--- src/hdl/sdma_pkg.sv ---
`default_nettype none

package sdma_pkg;

  // ----------------------------------------
  // Special-function register addresses
  // ----------------------------------------
  localparam logic [7:0] ADDR_PTR0_LOW = 8'h82;
  localparam logic [7:0] ADDR_PTR0_HIGH = 8'h83;
  localparam logic [7:0] ADDR_PTR1_LOW = 8'h84;
  localparam logic [7:0] ADDR_PTR1_HIGH = 8'h85;
  localparam logic [7:0] ADDR_PTR_SELECT = 8'h86;
  localparam logic [7:0] ADDR_CLOCK_CONTROL = 8'h8E;

  // ----------------------------------------
  // Field positions and reset values
  // ----------------------------------------
  localparam int SELECT_BIT = 0;
  localparam int STRETCH_MSB = 2;
  localparam int STRETCH_LSB = 0;
  localparam logic [7:0] CLOCK_CONTROL_RESET = 8'h01;
  localparam logic [15:0] POINTER_RESET = 16'h0000;
  localparam logic SELECT_RESET = 1'b0;

  // ----------------------------------------
  // Bus timing counts, in clocks; MOVE_BASE_CYCLES is in machine cycles
  // ----------------------------------------
  localparam int CLKS_PER_CYCLE = 4;
  localparam logic [5:0] ALE_CLKS = 6'h02;
  localparam logic [5:0] STROBE_START = 6'h04;
  localparam logic [5:0] STROBE_ZERO_WIDTH = 6'h02;
  localparam logic [5:0] STROBE_STEP = 6'h04;
  localparam logic [5:0] MOVE_BASE_CYCLES = 6'h02;
  localparam logic [5:0] FETCH_CLKS = 6'h04;
  localparam logic [5:0] PSEN_START = 6'h02;
  localparam int SYNC_STAGES = 3;

  // Bus sequencer states
  typedef enum logic [1:0] {
    SDMA_IDLE,
    SDMA_FETCH,
    SDMA_MOVE
  } sdma_state_t;

endpackage

`default_nettype wire

--- src/hdl/sdma_ptr_if.sv ---
`timescale 1ns/1ps
`default_nettype none

// ----------------------------------------
// Link between register logic and pointer bank
// ----------------------------------------
interface sdma_ptr_if;
  logic sel;
  logic load;
  logic inc;
  logic [15:0] load_value;
  logic byte_wr;
  logic [1:0] byte_idx;
  logic [7:0] byte_data;
  logic [15:0] ptr0;
  logic [15:0] ptr1;

  modport ctl (output sel, load, inc, load_value, byte_wr, byte_idx, byte_data, input ptr0, ptr1);
  modport bank (input sel, load, inc, load_value, byte_wr, byte_idx, byte_data, output ptr0, ptr1);
endinterface

`default_nettype wire

--- src/hdl/sdma_phase.sv ---
`timescale 1ns/1ps
`default_nettype none

// ----------------------------------------
// Machine cycle divider
// ----------------------------------------
module sdma_phase #(
  parameter int CLKS = sdma_pkg::CLKS_PER_CYCLE
) (
  input wire logic clk_sys,
  input wire logic reset_n,
  output logic cycle_last
);
  logic [3:0] phase_q;

  // Counts clocks of a machine cycle, pulses on its last clock
  always_ff @(posedge clk_sys or negedge reset_n)
  begin
    if (!reset_n)
    begin
      phase_q <= 4'h0;
    end
    else if (phase_q == 4'(CLKS - 1))
    begin
      phase_q <= 4'h0;
    end
    else
    begin
      phase_q <= phase_q + 4'h1;
    end
  end

  assign cycle_last = (phase_q == 4'(CLKS - 1));
endmodule

`default_nettype wire

--- src/hdl/sdma_ptr_bank.sv ---
`timescale 1ns/1ps
`default_nettype none

// ----------------------------------------
// Dual data pointer bank
// ----------------------------------------
module sdma_ptr_bank (
  input wire logic clk_sys,
  input wire logic reset_n,
  sdma_ptr_if.bank pif
);
  logic [15:0] ptr_q [2];

  // One pointer per slot; load and increment hit only the selected one
  for (genvar i = 0; i < 2; i++)
  begin : g_ptr
    always_ff @(posedge clk_sys or negedge reset_n)
    begin
      if (!reset_n)
      begin
        ptr_q[i] <= sdma_pkg::POINTER_RESET;
      end
      else if (pif.load && (pif.sel == 1'(i)))
      begin
        ptr_q[i] <= pif.load_value;
      end
      else if (pif.inc && (pif.sel == 1'(i)))
      begin
        ptr_q[i] <= ptr_q[i] + 16'h0001;
      end
      else if (pif.byte_wr && (pif.byte_idx[1] == 1'(i)))
      begin
        if (pif.byte_idx[0])
        begin
          ptr_q[i][15:8] <= pif.byte_data;
        end
        else
        begin
          ptr_q[i][7:0] <= pif.byte_data;
        end
      end
    end
  end

  assign pif.ptr0 = ptr_q[0];
  assign pif.ptr1 = ptr_q[1];
endmodule

`default_nettype wire

--- src/hdl/sdma_top.sv ---
`timescale 1ns/1ps
`default_nettype none

module sdma_top (
  input wire logic clk_sys,
  input wire logic reset_n,
  // Special-function register port from the core
  input wire logic [7:0] sfr_addr,
  input wire logic sfr_wr,
  input wire logic [7:0] sfr_wdata,
  input wire logic sfr_rd,
  output logic [7:0] sfr_rdata,
  // Pointer operations from the core
  input wire logic ptr_load,
  input wire logic [15:0] ptr_load_value,
  input wire logic ptr_inc,
  output logic [15:0] data_pointer,
  // Data move request
  input wire logic move_req,
  input wire logic move_write,
  input wire logic move_use_ptr,
  input wire logic [7:0] move_page,
  input wire logic [7:0] move_reg_addr,
  input wire logic [7:0] move_wdata,
  output logic move_busy,
  output logic move_done,
  output logic [7:0] move_rdata,
  // Program fetch request
  input wire logic fetch_req,
  input wire logic [15:0] fetch_addr,
  output logic fetch_done,
  output logic [7:0] fetch_data,
  // External bus
  input wire logic [7:0] low_port_in,
  output logic [7:0] low_port_out,
  output logic low_port_oe,
  output logic [7:0] high_port_out,
  output logic ale,
  output logic rd_n,
  output logic wr_n,
  output logic psen_n
);

  // ----------------------------------------
  // Timing decode
  // ----------------------------------------

  // Clock after the last strobe clock for a stretch value
  function automatic logic [5:0] strobe_end(input logic [2:0] st);
    if (st == 3'h0)
      strobe_end = sdma_pkg::STROBE_START + sdma_pkg::STROBE_ZERO_WIDTH;
    else
      strobe_end = sdma_pkg::STROBE_START + 6'(st) * sdma_pkg::STROBE_STEP;
  endfunction

  // Whole data move length in clocks
  function automatic logic [5:0] move_len(input logic [2:0] st);
    move_len = (6'(st) + sdma_pkg::MOVE_BASE_CYCLES) * 6'(sdma_pkg::CLKS_PER_CYCLE);
  endfunction

  // ----------------------------------------
  // Submodules
  // ----------------------------------------
  logic cycle_last;
  sdma_ptr_if pif ();

  sdma_phase #(
    .CLKS(sdma_pkg::CLKS_PER_CYCLE)
  ) u_phase (
    .clk_sys(clk_sys),
    .reset_n(reset_n),
    .cycle_last(cycle_last)
  );

  sdma_ptr_bank u_bank (
    .clk_sys(clk_sys),
    .reset_n(reset_n),
    .pif(pif)
  );

  // ----------------------------------------
  // Registers
  // ----------------------------------------
  logic sel_q;
  logic [7:0] clock_control_q;
  logic sfr_hit_ptr;
  logic [15:0] active_ptr;

  assign sfr_hit_ptr = sfr_wr && (sfr_addr >= sdma_pkg::ADDR_PTR0_LOW) && (sfr_addr <= sdma_pkg::ADDR_PTR1_HIGH);
  assign active_ptr = sel_q ? pif.ptr1 : pif.ptr0;

  // Pointer bank control
  assign pif.sel = sel_q;
  assign pif.load = ptr_load;
  assign pif.inc = ptr_inc && !ptr_load;
  assign pif.load_value = ptr_load_value;
  assign pif.byte_wr = sfr_hit_ptr && !ptr_load && !ptr_inc;
  assign pif.byte_idx = 2'(sfr_addr - sdma_pkg::ADDR_PTR0_LOW);
  assign pif.byte_data = sfr_wdata;

  // Select bit; a write stores data bit 0, upper bits dropped
  always_ff @(posedge clk_sys or negedge reset_n)
  begin
    if (!reset_n)
      sel_q <= sdma_pkg::SELECT_RESET;
    else if (sfr_wr && (sfr_addr == sdma_pkg::ADDR_PTR_SELECT))
      sel_q <= sfr_wdata[sdma_pkg::SELECT_BIT];
  end

  // Clock control, writable at any time
  always_ff @(posedge clk_sys or negedge reset_n)
  begin
    if (!reset_n)
      clock_control_q <= sdma_pkg::CLOCK_CONTROL_RESET;
    else if (sfr_wr && (sfr_addr == sdma_pkg::ADDR_CLOCK_CONTROL))
      clock_control_q <= sfr_wdata;
  end

  // Registered read data; unmapped addresses read zero
  always_ff @(posedge clk_sys or negedge reset_n)
  begin
    if (!reset_n)
    begin
      sfr_rdata <= 8'h00;
    end
    else if (sfr_rd)
    begin
      unique case (sfr_addr)
        sdma_pkg::ADDR_PTR0_LOW: sfr_rdata <= pif.ptr0[7:0];
        sdma_pkg::ADDR_PTR0_HIGH: sfr_rdata <= pif.ptr0[15:8];
        sdma_pkg::ADDR_PTR1_LOW: sfr_rdata <= pif.ptr1[7:0];
        sdma_pkg::ADDR_PTR1_HIGH: sfr_rdata <= pif.ptr1[15:8];
        sdma_pkg::ADDR_PTR_SELECT: sfr_rdata <= {7'h00, sel_q};
        sdma_pkg::ADDR_CLOCK_CONTROL: sfr_rdata <= clock_control_q;
        default: sfr_rdata <= 8'h00;
      endcase
    end
  end

  // Active pointer copy for the core
  always_ff @(posedge clk_sys or negedge reset_n)
  begin
    if (!reset_n)
      data_pointer <= sdma_pkg::POINTER_RESET;
    else
      data_pointer <= active_ptr;
  end

  // ----------------------------------------
  // Low port input filter
  // ----------------------------------------
  logic [7:0] in_s1_q;
  logic [7:0] in_s2_q;
  logic [7:0] in_s3_q;
  logic [7:0] in_q;

  // Three stages; value taken once stages two and three agree
  always_ff @(posedge clk_sys or negedge reset_n)
  begin
    if (!reset_n)
    begin
      in_s1_q <= 8'h00;
      in_s2_q <= 8'h00;
      in_s3_q <= 8'h00;
      in_q <= 8'h00;
    end
    else
    begin
      in_s1_q <= low_port_in;
      in_s2_q <= in_s1_q;
      in_s3_q <= in_s2_q;
      if (in_s2_q == in_s3_q)
        in_q <= in_s3_q;
    end
  end

  // ----------------------------------------
  // Bus sequencer
  // ----------------------------------------
  sdma_pkg::sdma_state_t state_q;
  sdma_pkg::sdma_state_t state_d;
  logic [5:0] cnt_q;
  logic [5:0] cnt_d;
  logic [2:0] st_q;
  logic wr_q;
  logic [15:0] addr_q;
  logic [7:0] wdata_q;
  logic start_move;
  logic start_fetch;
  logic [sdma_pkg::SYNC_STAGES-1:0] fetch_wait_q;

  // Requests begin only on a machine cycle boundary
  assign start_move = (state_q == sdma_pkg::SDMA_IDLE) && cycle_last && move_req;
  assign start_fetch = (state_q == sdma_pkg::SDMA_IDLE) && cycle_last && fetch_req && !move_req;

  // Next state and clock count
  always_comb
  begin
    state_d = state_q;
    cnt_d = cnt_q + 6'h01;
    unique case (state_q)
      sdma_pkg::SDMA_IDLE:
      begin
        cnt_d = 6'h00;
        if (start_move)
          state_d = sdma_pkg::SDMA_MOVE;
        else if (start_fetch)
          state_d = sdma_pkg::SDMA_FETCH;
      end
      sdma_pkg::SDMA_FETCH:
      begin
        if (cnt_q == sdma_pkg::FETCH_CLKS - 6'h01)
          state_d = sdma_pkg::SDMA_IDLE;
      end
      sdma_pkg::SDMA_MOVE:
      begin
        if (cnt_q == move_len(st_q) - 6'h01)
          state_d = sdma_pkg::SDMA_IDLE;
      end
    endcase
  end

  // State, count and latched request
  always_ff @(posedge clk_sys or negedge reset_n)
  begin
    if (!reset_n)
    begin
      state_q <= sdma_pkg::SDMA_IDLE;
      cnt_q <= 6'h00;
      st_q <= 3'h0;
      wr_q <= 1'b0;
      addr_q <= 16'h0000;
      wdata_q <= 8'h00;
    end
    else
    begin
      state_q <= state_d;
      cnt_q <= cnt_d;
      if (start_move)
      begin
        st_q <= clock_control_q[sdma_pkg::STRETCH_MSB:sdma_pkg::STRETCH_LSB];
        wr_q <= move_write;
        addr_q <= move_use_ptr ? active_ptr : {move_page, move_reg_addr};
        wdata_q <= move_wdata;
      end
      else if (start_fetch)
        addr_q <= fetch_addr;
    end
  end

  // Pins follow the next state so timing aligns to the cycle start
  always_ff @(posedge clk_sys or negedge reset_n)
  begin
    if (!reset_n)
    begin
      ale <= 1'b0;
      rd_n <= 1'b1;
      wr_n <= 1'b1;
      psen_n <= 1'b1;
      low_port_out <= 8'h00;
      low_port_oe <= 1'b0;
      high_port_out <= 8'h00;
    end
    else
    begin
      ale <= (state_d != sdma_pkg::SDMA_IDLE) && (cnt_d < sdma_pkg::ALE_CLKS);
      psen_n <= !((state_d == sdma_pkg::SDMA_FETCH) && (cnt_d >= sdma_pkg::PSEN_START));
      rd_n <= !((state_d == sdma_pkg::SDMA_MOVE) && !wr_q && (cnt_d >= sdma_pkg::STROBE_START)
               && (cnt_d < strobe_end(st_q)));
      wr_n <= !((state_d == sdma_pkg::SDMA_MOVE) && wr_q && (cnt_d >= sdma_pkg::STROBE_START)
               && (cnt_d < strobe_end(st_q)));
      if (state_d == sdma_pkg::SDMA_IDLE)
        low_port_oe <= 1'b0;
      else if (cnt_d < sdma_pkg::ALE_CLKS)
      begin
        low_port_out <= (state_q == sdma_pkg::SDMA_IDLE) ? (start_move && move_use_ptr ? active_ptr[7:0]
                        : start_move ? move_reg_addr : fetch_addr[7:0]) : addr_q[7:0];
        high_port_out <= (state_q == sdma_pkg::SDMA_IDLE) ? (start_move && move_use_ptr ? active_ptr[15:8]
                         : start_move ? move_page : fetch_addr[15:8]) : addr_q[15:8];
        low_port_oe <= 1'b1;
      end
      else
      begin
        low_port_out <= wdata_q;
        low_port_oe <= (state_d == sdma_pkg::SDMA_MOVE) && wr_q;
      end
    end
  end

  // Read capture and completion pulses; a fetch is only two strobe clocks long,
  // so its byte is taken once it has crossed the input filter, after the bus cycle
  always_ff @(posedge clk_sys or negedge reset_n)
  begin
    if (!reset_n)
    begin
      move_rdata <= 8'h00;
      fetch_data <= 8'h00;
      move_done <= 1'b0;
      fetch_done <= 1'b0;
      move_busy <= 1'b0;
      fetch_wait_q <= {sdma_pkg::SYNC_STAGES{1'b0}};
    end
    else
    begin
      move_busy <= (state_d == sdma_pkg::SDMA_MOVE);
      move_done <= (state_q == sdma_pkg::SDMA_MOVE) && (state_d == sdma_pkg::SDMA_IDLE);
      fetch_wait_q <= {fetch_wait_q[sdma_pkg::SYNC_STAGES-2:0],
                       (state_q == sdma_pkg::SDMA_FETCH) && (state_d == sdma_pkg::SDMA_IDLE)};
      fetch_done <= fetch_wait_q[sdma_pkg::SYNC_STAGES-1];
      if ((state_q == sdma_pkg::SDMA_MOVE) && !wr_q && (cnt_q == strobe_end(st_q)))
        move_rdata <= in_q;
      if (fetch_wait_q[sdma_pkg::SYNC_STAGES-1])
        fetch_data <= in_q;
    end
  end

endmodule

`default_nettype wire

--- config.mk ---
export PLATFORM = sky130hd
export DESIGN_NAME = sdma_top
export DESIGN_NICKNAME = d
export VERILOG_FILES = /design/src/hdl/sdma_pkg.sv /design/src/hdl/sdma_ptr_if.sv /design/src/hdl/sdma_phase.sv /design/src/hdl/sdma_ptr_bank.sv /design/src/hdl/sdma_top.sv
export SDC_FILE = /design/constraint.sdc
export NUM_CORES = 1
export LEC_CHECK = 0
export BUFFER_PORTS_ARGS = -buffer_cell sky130_fd_sc_hd__buf_2
export CAP_MARGIN = 5
export CORE_MARGIN = 2
export CORE_UTILIZATION = 55
export CTS_BUF_LIST = sky130_fd_sc_hd__clkbuf_4 sky130_fd_sc_hd__clkbuf_8
export DETAILED_ROUTE_END_ITERATION = 8
export PLACE_DENSITY = 0.79
export SYNTH_ARGS = -nofsm -noshare
export SYNTH_HDL_FRONTEND = slang
export SYNTH_SLANG_ARGS = --single-unit
--- constraint.sdc ---
create_clock -name clk_sys -period 4.9 [get_ports clk_sys]
set_clock_uncertainty 0.2 [all_clocks]
set_input_delay 0.735 -clock clk_sys [delete_from_list [all_inputs] [get_ports clk_sys]]
set_output_delay 0.735 -clock clk_sys [all_outputs]
set_load 0.005 [all_outputs]
Word level (Yosys, flattened, before mapping)
Cells that the tools add are included.
{"block": "classes", "add_sub_neg": 8, "order_cmp": 6, "eq_ne": 17, "mux": 30, "bitwise_logic": 3, "reduce_logical": 51}
{"op": "2-to-1 mux 16 bit", "count": 10}
{"op": "2-to-1 mux 8 bit", "count": 9}
{"op": "equality test 8 bit, second input constant", "count": 6}
{"op": "one-hot mux 8 bit (6 select lines)", "count": 1}
{"op": "adder 16 x 1 -> 16 bit, second input constant", "count": 2}
{"op": "logical AND 1 bit", "count": 30}
{"op": "equality test 6 bit", "count": 2}
{"op": "2-to-1 mux 6 bit", "count": 2}
{"op": "nonzero test 3 bit", "count": 4}
{"op": "AND reduction 2 bit", "count": 5}
{"op": "equality test 8 bit", "count": 1}
{"op": "greater-or-equal comparator 8 bit, second input constant", "count": 1}
{"op": "less-or-equal comparator 8 bit, second input constant", "count": 1}
{"op": "2-to-1 mux 2 bit", "count": 4}
{"op": "logical NOT 1 bit", "count": 7}
{"op": "adder 3 x 5 -> 6 bit, first input constant", "count": 1}
{"op": "adder 6 x 1 -> 6 bit, second input constant", "count": 1}
{"op": "equality test 6 x 2 -> 1 bit, second input constant", "count": 1}
{"op": "greater-or-equal comparator 6 x 2 -> 1 bit, second input constant", "count": 1}
{"op": "greater-or-equal comparator 6 x 3 -> 1 bit, second input constant", "count": 1}
{"op": "< comparator 6 x 2 -> 1 bit, second input constant", "count": 1}
{"op": "< comparator 6 bit", "count": 1}
{"op": "!= test 3 x 1 -> 1 bit, second input constant", "count": 2}
{"op": "one-hot mux 2 bit (3 select lines)", "count": 1}
{"op": "other kinds (13)", "count": 20}
{"block": "totals", "register_bits": 180, "output_inout_bits": 64, "word_cells": 147}

Logic depth before layout (Yosys ltp)
{"block": "depth", "word_depth": 12, "ltp_mapped": 12, "ltp_nobuf": 10}

Modules after synthesis
A second synthesis with hierarchy kept.
{"block": "hier_totals", "cells_unflattened": 869, "area_unflattened_um2": 9215.1}
{"module": "sdma_top", "n_inst": 1, "cells_per_inst": 548, "area_each_um2": 6660.1, "seq_area_each_um2": 3608.5}
{"module": "sdma_ptr_bank", "n_inst": 1, "cells_per_inst": 309, "area_each_um2": 2391.0, "seq_area_each_um2": 800.8}
{"module": "sdma_phase", "n_inst": 1, "cells_per_inst": 12, "area_each_um2": 163.9, "seq_area_each_um2": 100.1}

Worst setup path after synthesis
OpenSTA, ideal clock, no wires.
{"block": "synth_path", "path_kind": "input -> register", "from": "input sfr_addr[6]", "to": "register clock_control_q[1]", "arrival_ps": 2526, "setup_slack_ps": 2049, "cell_stages": 6, "cell_sequence": "or4b_2 nor3b_1 and3_1 buf_2 nand2_1 mux2_2"}
{"block": "synth_via", "elab_chain_len": 2}
{"element": "from (decl)", "line": "sdma_top.sv:8", "source": "input wire logic [7:0] sfr_addr,"}
{"element": "equality test 8 bit", "line": "sdma_top.sv:115", "source": "else if (sfr_wr && (sfr_addr == sdma_pkg::ADDR_CLOCK_CONTROL))"}
{"element": "logical AND 1 bit", "line": "sdma_top.sv:115"}
{"element": "to (signal assigned)", "line": "sdma_top.sv:114", "source": "clock_control_q <= sdma_pkg::CLOCK_CONTROL_RESET;"}
{"element": "to (signal assigned)", "line": "sdma_top.sv:116", "source": "clock_control_q <= sfr_wdata;"}
{"element": "to (decl)", "line": "sdma_top.sv:85", "source": "logic [7:0] clock_control_q;"}
No other way between the ends.
A chain may end at the register's enable or synchronous reset.

Worst setup path in the final report
{"block": "layout_path", "from": "register st_q[1]", "to": "register high_port_out[6]"}
{"block": "layout_via", "elab_chain_len": 8}
{"element": "from (decl)", "line": "sdma_top.sv:184", "source": "logic [2:0] st_q;"}
{"element": "from (signal assigned)", "line": "sdma_top.sv:241", "source": "st_q <= clock_control_q[sdma_pkg::STRETCH_MSB:sdma_pkg::STRETCH_LSB];"}
{"element": "adder 3 x 2 -> 4 bit", "line": "sdma_top.sv:58", "source": "move_len = (6'(st) + sdma_pkg::MOVE_BASE_CYCLES) * 6'(sdma_pkg::CLKS_PER_CYCLE);"}
{"element": "subtractor 6 x 1 -> 6 bit", "line": "sdma_top.sv:217", "source": "if (cnt_q == move_len(st_q) - 6'h01)"}
{"element": "equality test 6 bit", "line": "sdma_top.sv:217"}
{"element": "2-to-1 mux 2 bit", "line": "sdma_top.sv:217"}
{"element": "one-hot mux 2 bit (3 select lines)", "line": "sdma_top.sv:201", "source": "unique case (state_q)"}
{"element": "logical NOT 2 bit", "line": "sdma_top.sv:272", "source": "if (state_d == sdma_pkg::SDMA_IDLE)"}
{"element": "NOT 1 bit (no line)"}
{"element": "AND reduction 2 bit (no line)"}
{"element": "to (signal assigned)", "line": "sdma_top.sv:278", "source": "high_port_out <= (state_q == sdma_pkg::SDMA_IDLE) ? (start_move && move_use_ptr ? active_ptr[15:8]"}
{"element": "to (decl)", "line": "sdma_top.sv:37", "source": "output logic [7:0] high_port_out,"}
No other way between the ends.

==> summary.md <==
| Metric | Value |
|---|---|
| Logic pwr share | roughly an eighth |
| Worst setup EP type | flip-flop |
| Clock Pin Slew Worst Setup and Hold Paths | about 0.10 ns |
| Cells after Synth | ~850 |
| Crit path launch type | flip-flop |
| P per Cell Area | roughly 310 nW/um^2 |
| Max-cap violations | 0 |
| Unique masters post-synth | 64 |
| Layout Cells excl Fill | between 1000 and 1500 |
| I/O Pins | around 150 |
| Critical path class | reg2reg |
| Fin. Hold Viols | 0 |
| Die ar. | 17200 sq um |
| Placement Rows | 46 |
| Post-synthesis net count | 957 |
| Post-cts sizing count | 0 |
| Synthesized area | 8880 sq um |
| Clk_lat worst skew | ~0.47 ns |
| Fmax | ~0.33 GHz |
| Synth top cells by count | 176 x dfrtp_1, 81 x nor2_1, 70 x a21oi_1, 68 x mux2_2, 61 x o21ai_0 |
| Switch share | 30.8% |
| Slew @ Worst Pin | about 1.1 ns |
| Outcome | finished clean |
| Critical Path Start | st_q[1]$_DFFE_PN0P_ |
| Mean Syn Cell Area | between 10 and 15 sq um |
| Setup slack, reg-to-reg | about 1.8 ns |
| Reg-to-Reg Start | st_q[1]$_DFFE_PN0P_ |
| Sequential cell area fraction in the yosys report | around half |
| Final WL | between 20000 and 25000 um |
| Nets | 1096 |
| Core ar. | about 16000 sq um |
| Vias | around 7500 |
| Yosys reg bits | between 150 and 200 |
| Sequential Power Share | 55.8% |
| Largest net degree at the start of global routing | about 100 |
| Final setup vio count | 0 |
| Clk pwr share | 32.4% |
| TNS Setup | 0 ns |
| GRT Resource Usage Total | between 20 and 30% |
| Number of H-tree levels | 4 |
| RSZ-0062 raised after global routing | no |
| CTS sink cnt | 180 |
| Global route hottest layer | met2 |
| Cell Int Power | about 0.0022 W |
| EDFF count, synth | 0 |
| Cts hold-fix bufs | 0 |
| Worst-path fanout max | 19 |
| RD Place Congestion | 0.986 |
| CTS max path bufs | 2 |
| Drc violations | 0 |
| Layout Utilization | roughly 65% |
| Placed Cells | 1187 |
| CTS tree | done |
| CTS root buffer | clkbuf_8 |
| Postcts setup bufs | 0 |
| Post-synth top flop | dfrtp_1 |
| FF-to-FF path depth | 7 |
| Clock period minus worst slack | approximately 3 ns |
| Most area-consuming cells after synthesis | dfrtp_1 50%, mux2_2 8.6%, a21oi_1 3.9% |
| Peak VDD IR | a little over 0.2 mV |
| Cell taking the most area after synthesis | dfrtp_1 |
| Leak Pwr | between 4 and 5 nW |
| Final HPWL DP | around 17000 um |
| Met1 GRT Util | 37.6% |
| Critical path arrival | ~3.2 ns |
| Die width | about 130 um |
| Vias per inst | around 6.1 |
| Met3 Usage GRT | roughly 6.5% |
| Ys Warns | 0 |
| Net Sw Power | 0.000978 W |
| Share of layout cells above drive strength 1 | between 20% and 30% |
| Worst reg2reg path endpoint | high_port_out[6]$_DFFE_PN0P_ |
| Cts bufs inserted | 17 |
| Die Y | approximately 130 um |
| Antenna violations before repair | 0 |
| Total gr overflow | 0 |
| First-pass GRT wire length | 36900 um |
| Drt first pass iters | 6 |
| Starting density of the core | 56.1% |
| Vias in the first global route | around 7000 |
| Count of antenna-violating nets left after detailed routing | 0 |
| IO Port Bufs | 153 |
| Post-synth top area share | 49.6% |
| Slew headroom | between 20% and 30% |
| Final worst-path cycle share | 62.7% |
| 1st-iter DRT viols | 850 |
| WL/cell | roughly 20 um |
| CP required | 5.06 ns |
| Final Max Slew Viols | 0 |
| Most frequent cell after synthesis | dfrtp_1 |
| Syn-to-layout area delta | 15.2% |
| Hold Path Class | in2async |
| Post-synthesis async set-or-reset flop share | 100% |
| Met2 Use GR | roughly 45% |
-- cell families (layout without fill, tap and decap cells) --
| group | Yosys count | in the layout | share of synthesized area (%) |
|---|---|---|---|
| AO/OA/AOI/OAI | 255 | 255 | 18.6 |
| XOR/XNOR | 16 | 16 | 1.73 |
| adder cells (fa/ha/maj) | 16 | 16 | 2.25 |
| buffers and inverters | 63 | 214 | 2.80 |
| flip-flops | 180 | 180 | 50.8 |
| multiplexers | 93 | 93 | 11.4 |
| other | 0 | 1 | 0 |
| AND/OR/NAND/NOR | 228 | 228 | 12.4 |
-- per-layer routing --
metal / share of wire [%] / vias to the layer above
met1: 42 / 3637
met2: 47 / 376
met3: 7.9 / 68
met4: 2.9 / 0
met5: 0 / -
li1: - / 3412
-- power groups by stage --
stage / clock [W] / combinational (W) / sequential (W)
after global routing: 0.00110 / 0.000415 / 0.00178
after global placement: 0 / 0.000365 / 0.00179
after floorplan: 0 / 0.000225 / 0.00171
final: 0.00103 / 0.000376 / 0.00177
after detailed placement: 0 / 0.000373 / 0.00179
after CTS: 0.00104 / 0.000375 / 0.00176
-- critical path: stages (launching register included) --
cell     delay (ns)
dfrtp_1        0.46
ha_1           0.34
xnor3_1        0.34
and4_4         0.22
or3b_1         0.37
a31o_2         0.40
nor2_8         0.26
mux2_2         0.36
-- layout make-up --
type,count,area (sq um)
Antenna cell,1,2.50
Clock buffer,17,234
Clock inverter,14,161
Fill cell,1302,5600
Inverter,21,78.8
Multi-Input combinational cell,608,4130
Sequential cell,180,4510
Tap cell,216,270
Timing Repair Buffer,162,840
-- flip-flops by register name (all words and copies together) (netlist names), 16 cells and up --
name and count:
u_bank.pif.ptr1 16, data_pointer 16, addr_q 16, u_bank.pif.ptr0 16
-- per-stage QoR --
stage | hold slack, ns | power, W | cell area [sq um] | setup slack [ns]
detailed placement | 0.136 | 0.00216 | 9830 | 1.47
global route | 0.123 | 0.00330 | 10200 | 1.64
floorplan | 0.131 | 0.00194 | 8880 | 2.05
finish | 0.139 | 0.00317 | 10200 | 1.83
global placement | 0.132 | 0.00215 | 9830 | 1.54
CTS | 0.136 | 0.00317 | 10200 | 1.83
-- placed cells by master (no fill, tap or decap), drive strengths merged, types with 16 or more instances in the layout --
cell type	instances
mux2	68
nand2	56
nand3	26
nor2	82
mux2i	25
inv	29
a21oi	70
o21ai	62
clkbuf	17
buf	162
ha	16
dfrtp	176
-- worst max-delay path by stage --
stage | to | slack (ns) | cells after the start
global placement | u_bank.pif.ptr1[7]$_DFFE_PN0P_ | 1.54 | 7
detailed placement | u_bank.pif.ptr1[7]$_DFFE_PN0P_ | 1.47 | 7
global route | u_bank.pif.ptr1[7]$_DFFE_PN0P_ | 1.64 | 5
CTS | high_port_out[2]$_DFFE_PN0P_ | 1.83 | 7
finish | high_port_out[6]$_DFFE_PN0P_ | 1.83 | 7
floorplan | clock_control_q[1]$_DFFE_PN0P_ | 2.05 | 6
Note: power is estimated with default switching activity, not from simulation.
